`src/rtl/ebcfg_params.svh`:
```
/*
 * offsets, field positions, reset values and timing counts of the
 * external bus configuration block.
 * assumes: included by bare name; offsets are word indices, the apb
 * byte address is four times the index.
 */
`ifndef EBCFG_PARAMS_SVH
`define EBCFG_PARAMS_SVH

`define EBCFG_ADDR_W 18
`define EBCFG_OFS_COMMON 16'hf980
`define EBCFG_OFS_IO_ZONE 16'hf982
`define EBCFG_OFS_STATUS 16'hf990
`define EBCFG_COMMON_RESET 8'h07
`define EBCFG_COMMON_MASK 8'h07
`define EBCFG_IO_RESET 16'h069f
`define EBCFG_IO_MASK 16'h029f
`define EBCFG_BIT_EARLY_WRITE 0
`define EBCFG_BIT_OBSERVE 1
`define EBCFG_BIT_STALL 2
`define EBCFG_WAIT_LSB 0
`define EBCFG_WAIT_MSB 2
`define EBCFG_HOLD_LSB 3
`define EBCFG_HOLD_MSB 4
`define EBCFG_BIT_WIDTH16 7
`define EBCFG_BIT_IDLE_AFTER 9
`define EBCFG_PRE_IDLE_CYCLES 3'h1
`define EBCFG_ACCESS_CYCLES 4'h2

`endif

```
`src/rtl/ebcfg_pkg.sv`:
```
/*
 * types of the external bus configuration block.
 * assumes: nothing beyond the params header.
 */
package ebcfg_pkg;
   typedef enum logic [2:0] {
      CYC_IDLE,
      CYC_PRE_IDLE,
      CYC_ACCESS,
      CYC_WAIT,
      CYC_HOLD,
      CYC_POST_IDLE
   } ebcfg_cycle_t;

   typedef struct packed {
      logic [2:0] wait_cnt;
      logic [1:0] hold_cnt;
      logic width16;
      logic idle_after;
      logic early_write;
   } ebcfg_timing_t;
endpackage : ebcfg_pkg

```
`src/rtl/ebcfg_io_sequencer.sv`:
```
/*
 * io zone bus cycle sequencer: idle, access, waits, holds, trailing idle.
 * assumes: timing snapshot taken at the start of each cycle; one clock.
 */
`include "ebcfg_params.svh"

module ebcfg_io_sequencer (
   // clock and reset
   input wire logic ref_clk,
   input wire logic sys_rst,
   // request side
   input wire logic start,
   input wire logic next_other_zone,
   input wire ebcfg_pkg::ebcfg_timing_t timing,
   // state
   output logic busy,
   output logic drive_addr,
   output logic drive_data,
   output ebcfg_pkg::ebcfg_cycle_t phase
);
   ebcfg_pkg::ebcfg_cycle_t state_reg;
   ebcfg_pkg::ebcfg_timing_t snap_reg;
   logic [3:0] count_reg;

   always_ff @(posedge ref_clk or posedge sys_rst) begin
      if (sys_rst) begin
         snap_reg <= '0;
      end else if (state_reg == ebcfg_pkg::CYC_IDLE && start) begin
         snap_reg <= timing;
      end
   end

   always_ff @(posedge ref_clk or posedge sys_rst) begin
      if (sys_rst) begin
         state_reg <= ebcfg_pkg::CYC_IDLE;
         count_reg <= 4'h0;
      end else begin
         unique case (state_reg)
            ebcfg_pkg::CYC_IDLE: begin
               if (start) begin
                  state_reg <= ebcfg_pkg::CYC_PRE_IDLE;
               end
            end
            ebcfg_pkg::CYC_PRE_IDLE: begin
               state_reg <= ebcfg_pkg::CYC_ACCESS;
               count_reg <= 4'h0;
            end
            ebcfg_pkg::CYC_ACCESS: begin
               if (snap_reg.wait_cnt != 3'h0) begin
                  state_reg <= ebcfg_pkg::CYC_WAIT;
                  count_reg <= {1'b0, snap_reg.wait_cnt};
               end else if (snap_reg.hold_cnt != 2'h0) begin
                  state_reg <= ebcfg_pkg::CYC_HOLD;
                  count_reg <= {2'h0, snap_reg.hold_cnt};
               end else begin
                  state_reg <= ebcfg_pkg::CYC_POST_IDLE;
               end
            end
            ebcfg_pkg::CYC_WAIT: begin
               if (count_reg > 4'h1) begin
                  count_reg <= count_reg - 4'h1;
               end else if (snap_reg.hold_cnt != 2'h0) begin
                  state_reg <= ebcfg_pkg::CYC_HOLD;
                  count_reg <= {2'h0, snap_reg.hold_cnt};
               end else begin
                  state_reg <= ebcfg_pkg::CYC_POST_IDLE;
               end
            end
            ebcfg_pkg::CYC_HOLD: begin
               if (count_reg > 4'h1) begin
                  count_reg <= count_reg - 4'h1;
               end else begin
                  state_reg <= ebcfg_pkg::CYC_POST_IDLE;
               end
            end
            ebcfg_pkg::CYC_POST_IDLE: begin
               if (snap_reg.idle_after && next_other_zone &&
                  count_reg != 4'hf) begin
                  count_reg <= 4'hf;
               end else begin
                  state_reg <= ebcfg_pkg::CYC_IDLE;
                  count_reg <= 4'h0;
               end
            end
         endcase
      end
   end

   assign busy = state_reg != ebcfg_pkg::CYC_IDLE;
   assign phase = state_reg;
   assign drive_addr = state_reg == ebcfg_pkg::CYC_ACCESS ||
      state_reg == ebcfg_pkg::CYC_WAIT || state_reg == ebcfg_pkg::CYC_HOLD;
   assign drive_data = drive_addr;
endmodule : ebcfg_io_sequencer

```
`src/rtl/ebcfg_top.sv`:
```
/*
 * apb register bank for the common bus and io zone settings, plus the
 * io zone cycle timing that those settings steer.
 * assumes: apb master on ref_clk; io requests are single pulses that the
 * requester holds off while io_busy is high (no burst on the io zone).
 */
// Function
// - common configuration resets to 07 hex.
// - bit 0 chooses early write (1) or late write (0).
// - bit 1 lets internal accesses show on external pins.
// - bit 2 stalls internal bus while external bus busy.
// - io zone configuration resets to 069f hex.
// - io bits 2-0 give wait cycles, zero to seven.
// - io bit 7 selects 16-bit (1) or 8-bit (0) data.
// - io bit 9 adds an idle cycle before a different zone.
// - each io cycle starts with one idle cycle; never burst.
// - address and data held through holds, released the cycle after.
`include "ebcfg_params.svh"

module ebcfg_top (
   // clock and reset
   input wire logic ref_clk,
   input wire logic sys_rst,
   // apb slave
   input wire logic psel,
   input wire logic penable,
   input wire logic pwrite,
   input wire logic [17:0] paddr,
   input wire logic [31:0] pwdata,
   output logic [31:0] prdata,
   output logic pready,
   output logic pslverr,
   // internal core side
   input wire logic int_access,
   input wire logic io_start,
   input wire logic io_next_other_zone,
   output logic int_stall,
   output logic obs_enable,
   // io zone pins and status
   output logic io_busy,
   output logic io_addr_drive,
   output logic io_data_drive,
   output logic io_width16,
   output logic io_early_write
);
   logic [7:0] common_reg;
   logic [15:0] io_reg;
   logic seq_busy;
   logic seq_addr;
   logic seq_data;
   ebcfg_pkg::ebcfg_cycle_t seq_phase;
   ebcfg_pkg::ebcfg_timing_t timing;
   logic wr_en;
   logic rd_en;

   // only even indices are used, yet each register sits on the word at index * 4
   function automatic logic hit(input logic [17:0] a, input logic [15:0] o);
      hit = a == {o, 2'b00};
   endfunction : hit

   // write lands at the access edge, where the master sees pready
   assign wr_en = psel && penable && pwrite && pready;
   assign rd_en = psel && !penable;

   always_ff @(posedge ref_clk or posedge sys_rst) begin
      if (sys_rst) begin
         common_reg <= `EBCFG_COMMON_RESET;
         io_reg <= `EBCFG_IO_RESET;
      end else if (wr_en) begin
         if (hit(paddr, `EBCFG_OFS_COMMON)) begin
            common_reg <= pwdata[7:0] & `EBCFG_COMMON_MASK;
         end
         if (hit(paddr, `EBCFG_OFS_IO_ZONE)) begin
            io_reg <= pwdata[15:0] & `EBCFG_IO_MASK;
         end
      end
   end

   // no wait state: setup then access with pready
   always_ff @(posedge ref_clk or posedge sys_rst) begin
      if (sys_rst) begin
         pready <= 1'b0;
         pslverr <= 1'b0;
         prdata <= 32'h0000_0000;
      end else begin
         pready <= psel && !penable;
         if (rd_en) begin
            pslverr <= !(hit(paddr, `EBCFG_OFS_COMMON) ||
               hit(paddr, `EBCFG_OFS_IO_ZONE) ||
               hit(paddr, `EBCFG_OFS_STATUS));
            if (hit(paddr, `EBCFG_OFS_COMMON)) begin
               prdata <= {24'h00_0000, common_reg};
            end else if (hit(paddr, `EBCFG_OFS_IO_ZONE)) begin
               prdata <= {16'h0000, io_reg};
            end else if (hit(paddr, `EBCFG_OFS_STATUS)) begin
               prdata <= {28'h000_0000, 1'b0, seq_phase};
            end else begin
               prdata <= 32'h0000_0000;
            end
         end else begin
            // error stands only beside pready
            pslverr <= 1'b0;
         end
      end
   end

   assign timing.wait_cnt = io_reg[`EBCFG_WAIT_MSB:`EBCFG_WAIT_LSB];
   assign timing.hold_cnt = io_reg[`EBCFG_HOLD_MSB:`EBCFG_HOLD_LSB];
   assign timing.width16 = io_reg[`EBCFG_BIT_WIDTH16];
   assign timing.idle_after = io_reg[`EBCFG_BIT_IDLE_AFTER];
   assign timing.early_write = common_reg[`EBCFG_BIT_EARLY_WRITE];

   ebcfg_io_sequencer u_seq (
      .ref_clk(ref_clk),
      .sys_rst(sys_rst),
      .start(io_start),
      .next_other_zone(io_next_other_zone),
      .timing(timing),
      .busy(seq_busy),
      .drive_addr(seq_addr),
      .drive_data(seq_data),
      .phase(seq_phase)
   );

   // width and write style held per cycle
   always_ff @(posedge ref_clk or posedge sys_rst) begin
      if (sys_rst) begin
         io_width16 <= 1'b1;
         io_early_write <= 1'b1;
      end else if (!seq_busy && io_start) begin
         io_width16 <= timing.width16;
         io_early_write <= timing.early_write;
      end
   end

   always_ff @(posedge ref_clk or posedge sys_rst) begin
      if (sys_rst) begin
         io_busy <= 1'b0;
         io_addr_drive <= 1'b0;
         io_data_drive <= 1'b0;
         int_stall <= 1'b0;
         obs_enable <= 1'b0;
      end else begin
         io_busy <= seq_busy;
         io_addr_drive <= seq_addr;
         io_data_drive <= seq_data;
         int_stall <= common_reg[`EBCFG_BIT_STALL] && seq_busy;
         obs_enable <= common_reg[`EBCFG_BIT_OBSERVE] && int_access &&
            !seq_busy;
      end
   end
endmodule : ebcfg_top

```
`config.mk`:
```
export PLATFORM = sky130hd
export DESIGN_NAME = ebcfg_top
export DESIGN_NICKNAME = d
export VERILOG_FILES = /design/src/rtl/ebcfg_pkg.sv /design/src/rtl/ebcfg_io_sequencer.sv /design/src/rtl/ebcfg_top.sv
export VERILOG_INCLUDE_DIRS = /design/src /design/src/rtl
export SDC_FILE = /design/constraint.sdc
export NUM_CORES = 1
export LEC_CHECK = 0
export BUFFER_PORTS_ARGS = -buffer_cell sky130_fd_sc_hd__buf_2
export CAP_MARGIN = 20
export CORE_ASPECT_RATIO = 0.6
export CORE_UTILIZATION = 50
export DETAILED_ROUTE_END_ITERATION = 7
export HOLD_SLACK_MARGIN = 0.02
export PLACE_DENSITY = 0.91
export SYNTH_ARGS = -nofsm -noshare
export SYNTH_HDL_FRONTEND = slang
export SYNTH_SLANG_ARGS = --single-unit
```
`constraint.sdc`:
```
create_clock -name ref_clk -period 3.75 [get_ports ref_clk]
set_input_delay 0.375 -clock ref_clk [delete_from_list [all_inputs] [get_ports ref_clk]]
set_output_delay 0.375 -clock ref_clk [all_outputs]
set_load 0.005 [all_outputs]
```
==> run metrics <==
grt met3 use 6.29%; synthesized cell area 2250 um2; FF+latch count, synth 40; hold buffer count at cts 0; n_diodes 0; core area 4210 um2; CTS tree done; minimum clock period 2180 ps; Max Fclk 460 MHz; Placed Area 2430 um2; main combinational cell family by area after synthesis simple AND/OR/NAND/NOR gates; commonest non-fill, non-tap cells in the layout buf_2 (49), dfrtp_1 (27), conb_1 (24), nand2_1 (21), mux2_2 (19); setup total negative slack 0 ps; fraction of layout cells with a size suffix above 1 38.2%; All-Layer GR Usage 21.7%; post-synth cell types 44; met1 usage 31.0%; Detailed Place HPWL 3.39 mm; met2 usage 33.1%; multiplexer share of the synthesized area 11.7%; Pwr per Cell Area 505 nW/um2; area delta synth->final 12.8%; WS Path Type reg -> reg; TritonCTS buffer count 5; initial antenna violation count 0; HP Class in -> async; Routed Antenna Nets 0; unrepaired setup endpoints after global routing false; Synth Area in Adders 1.67%; vias per inst 5.34; Final Wtd Congestion 0.903; xor/xnor cell area share of the yosys netlist 0%; Clock Tree Buf Depth 2; Lkg Pwr 1.27 nW; CTS sink count 40; num rows 18; initial drt markers 138; status complete, no violations; clock transition at the registers of the reported paths 80 ps; Worst Tran Pin Value 922 ps; MaxCap Viol Count 0; Worst EP arrival 2350 ps; final clock skew 6.16 ps; Setup WS post-layout 1570 ps; vias in the first global route 1,606; grt total ovfl 0; Worst Path Required 3930 ps; post-CTS sizing 0; first-pass GRT wire length 7.66 mm; Place WS 1620 ps; PortBufs 49; post-synthesis sequential area ratio 45.1%; largest net degree at the start of global routing 26; DRC viols 0; Yosys Warn Count 0; fin. max-slew vios 0; Initial DRT Pass Iterations 5; # placed instances 314; Ports 99; root buffer cell clkbuf_8; top cell type by total area after synthesis dfrtp_1; Synth Flop Type dfrtp_1; most crowded layer after global routing met2; EDFF count, synth 0; Gate Count Post-Synth 216; dominant cells by area after synthesis dfrtp_1 (30%), dfstp_2 (15%), mux2_2 (9.5%); simple-gate share of the synthesized area 16.3%; Die Y 54 um; final wirelength 4.61 mm; Final Hold Vio Count 0; DR vias 1,718; syn avg cell area 10.4 um2; design area 2540 um2; post-synthesis async set-or-reset flop share 100%; crit share post-route 58.0%; Die Area 4790 um2; CP endpoint kind flop; WL/cell 14.3 um; relative slew slack 38.4%; maximum VDD drop 248 uV; share of the synthesized area in the top cell type 30.0%; complex-gate fraction of the synthesized area 13.2%; Non-Filler Instances 322; postcts setup bufs 0; final setup fails 0; Die Span X 88.7 um; starting density of the core 53.5%; worst-path fanout max 6; CP startpoint kind flop; H-tree lvl count 2; commonest non-fill, non-tap cell in the layout buf_2; Final nets 322; clk_lat worst skew 290 ps
cells in the mapped netlist (all sizes together), types with 2 or more instances:
cell and number:
mux2i 5, nor4 3, nand3 5, a31oi 2, nand2 21, a21oi 7, a22oi 3, o211ai 3
o21ai 5, ha 3, inv 7, nor2b 5, dfrtp 27, nor2 12, a21o 2, nand2b 3
dfstp 13, nor3 7, o21bai 2, buf 29, a221o 2, clkbuf 7, mux2 19, o221a 2
and4bb 2, o31ai 3, nand4 4
critical path, cell delays in order (launching register included):
cell      delay [ps]
dfrtp_1          450
inv_1             90
ha_1             210
nor2_1            80
or3_1            450
a32oi_4          330
o211ai_1         130
a221o_1          320
area by class of cell:
cell class	instances	area, um2
clock buffers	6	72.6
clock inverters	2	35.0
fillers	352	1670
inverters	7	26.3
multi-input cells	156	1060
flip-flops and latches	40	1020
well taps	60	75.1
repair buffers	51	260
metal layers:
layer | part of all wire (%) | up-vias
li1 | - | 808
met1 | 48 | 850
met2 | 45 | 56
met3 | 6.0 | 4
met4 | 0.26 | 0
met5 | 0 | -
power breakdown:
part	total (W)	internal, W	switching (W)
sequential	0.000575	0.000466	0.000109
combinational	0.000358	0.000161	0.000198
clock	0.000351	0.000198	0.000153
path summary, 6_finish.rpt:
path                                                start                             end  slack [ps]  cells past startpoint
setup reg to reg           u_seq.count_reg[0]$_DFFE_PP0P_  u_seq.count_reg[0]$_DFFE_PP0P_        1570                      7
setup / recovery           u_seq.count_reg[0]$_DFFE_PP0P_  u_seq.count_reg[0]$_DFFE_PP0P_        1570                      7
max in group asynchronous                         sys_rst           io_reg[7]$_DFFE_PP1P_        2720                      3
hold / removal                                    sys_rst             int_stall$_DFF_PP0_         280                      2
hold reg to reg                    prdata[10]$_DFFE_PP0P_          prdata[10]$_DFFE_PP0P_         480                      2
min in group ref_clk                            pwdata[4]           io_reg[4]$_DFFE_PP1P_         310                      2
cells by family (layout without fill, tap and decap cells):
group	count (synthesis)	count (layout)
fa+ha+maj	3	3
buf+inv	43	66
compound gates	38	38
flops	40	40
simple gates	67	67
other cells	1	24
mux	24	24
stage by stage:
step                      util [%]  power (W)  hold WS [ps]
after global placement        57.8   0.000915           447
after CTS                     60.4    0.00128           301
after global routing          60.4    0.00137           300
after floorplan                  -   0.000883           463
after detailed placement      57.8   0.000930           455
final                         60.4    0.00128           275
Note: power is estimated with default switching activity, not from simulation.
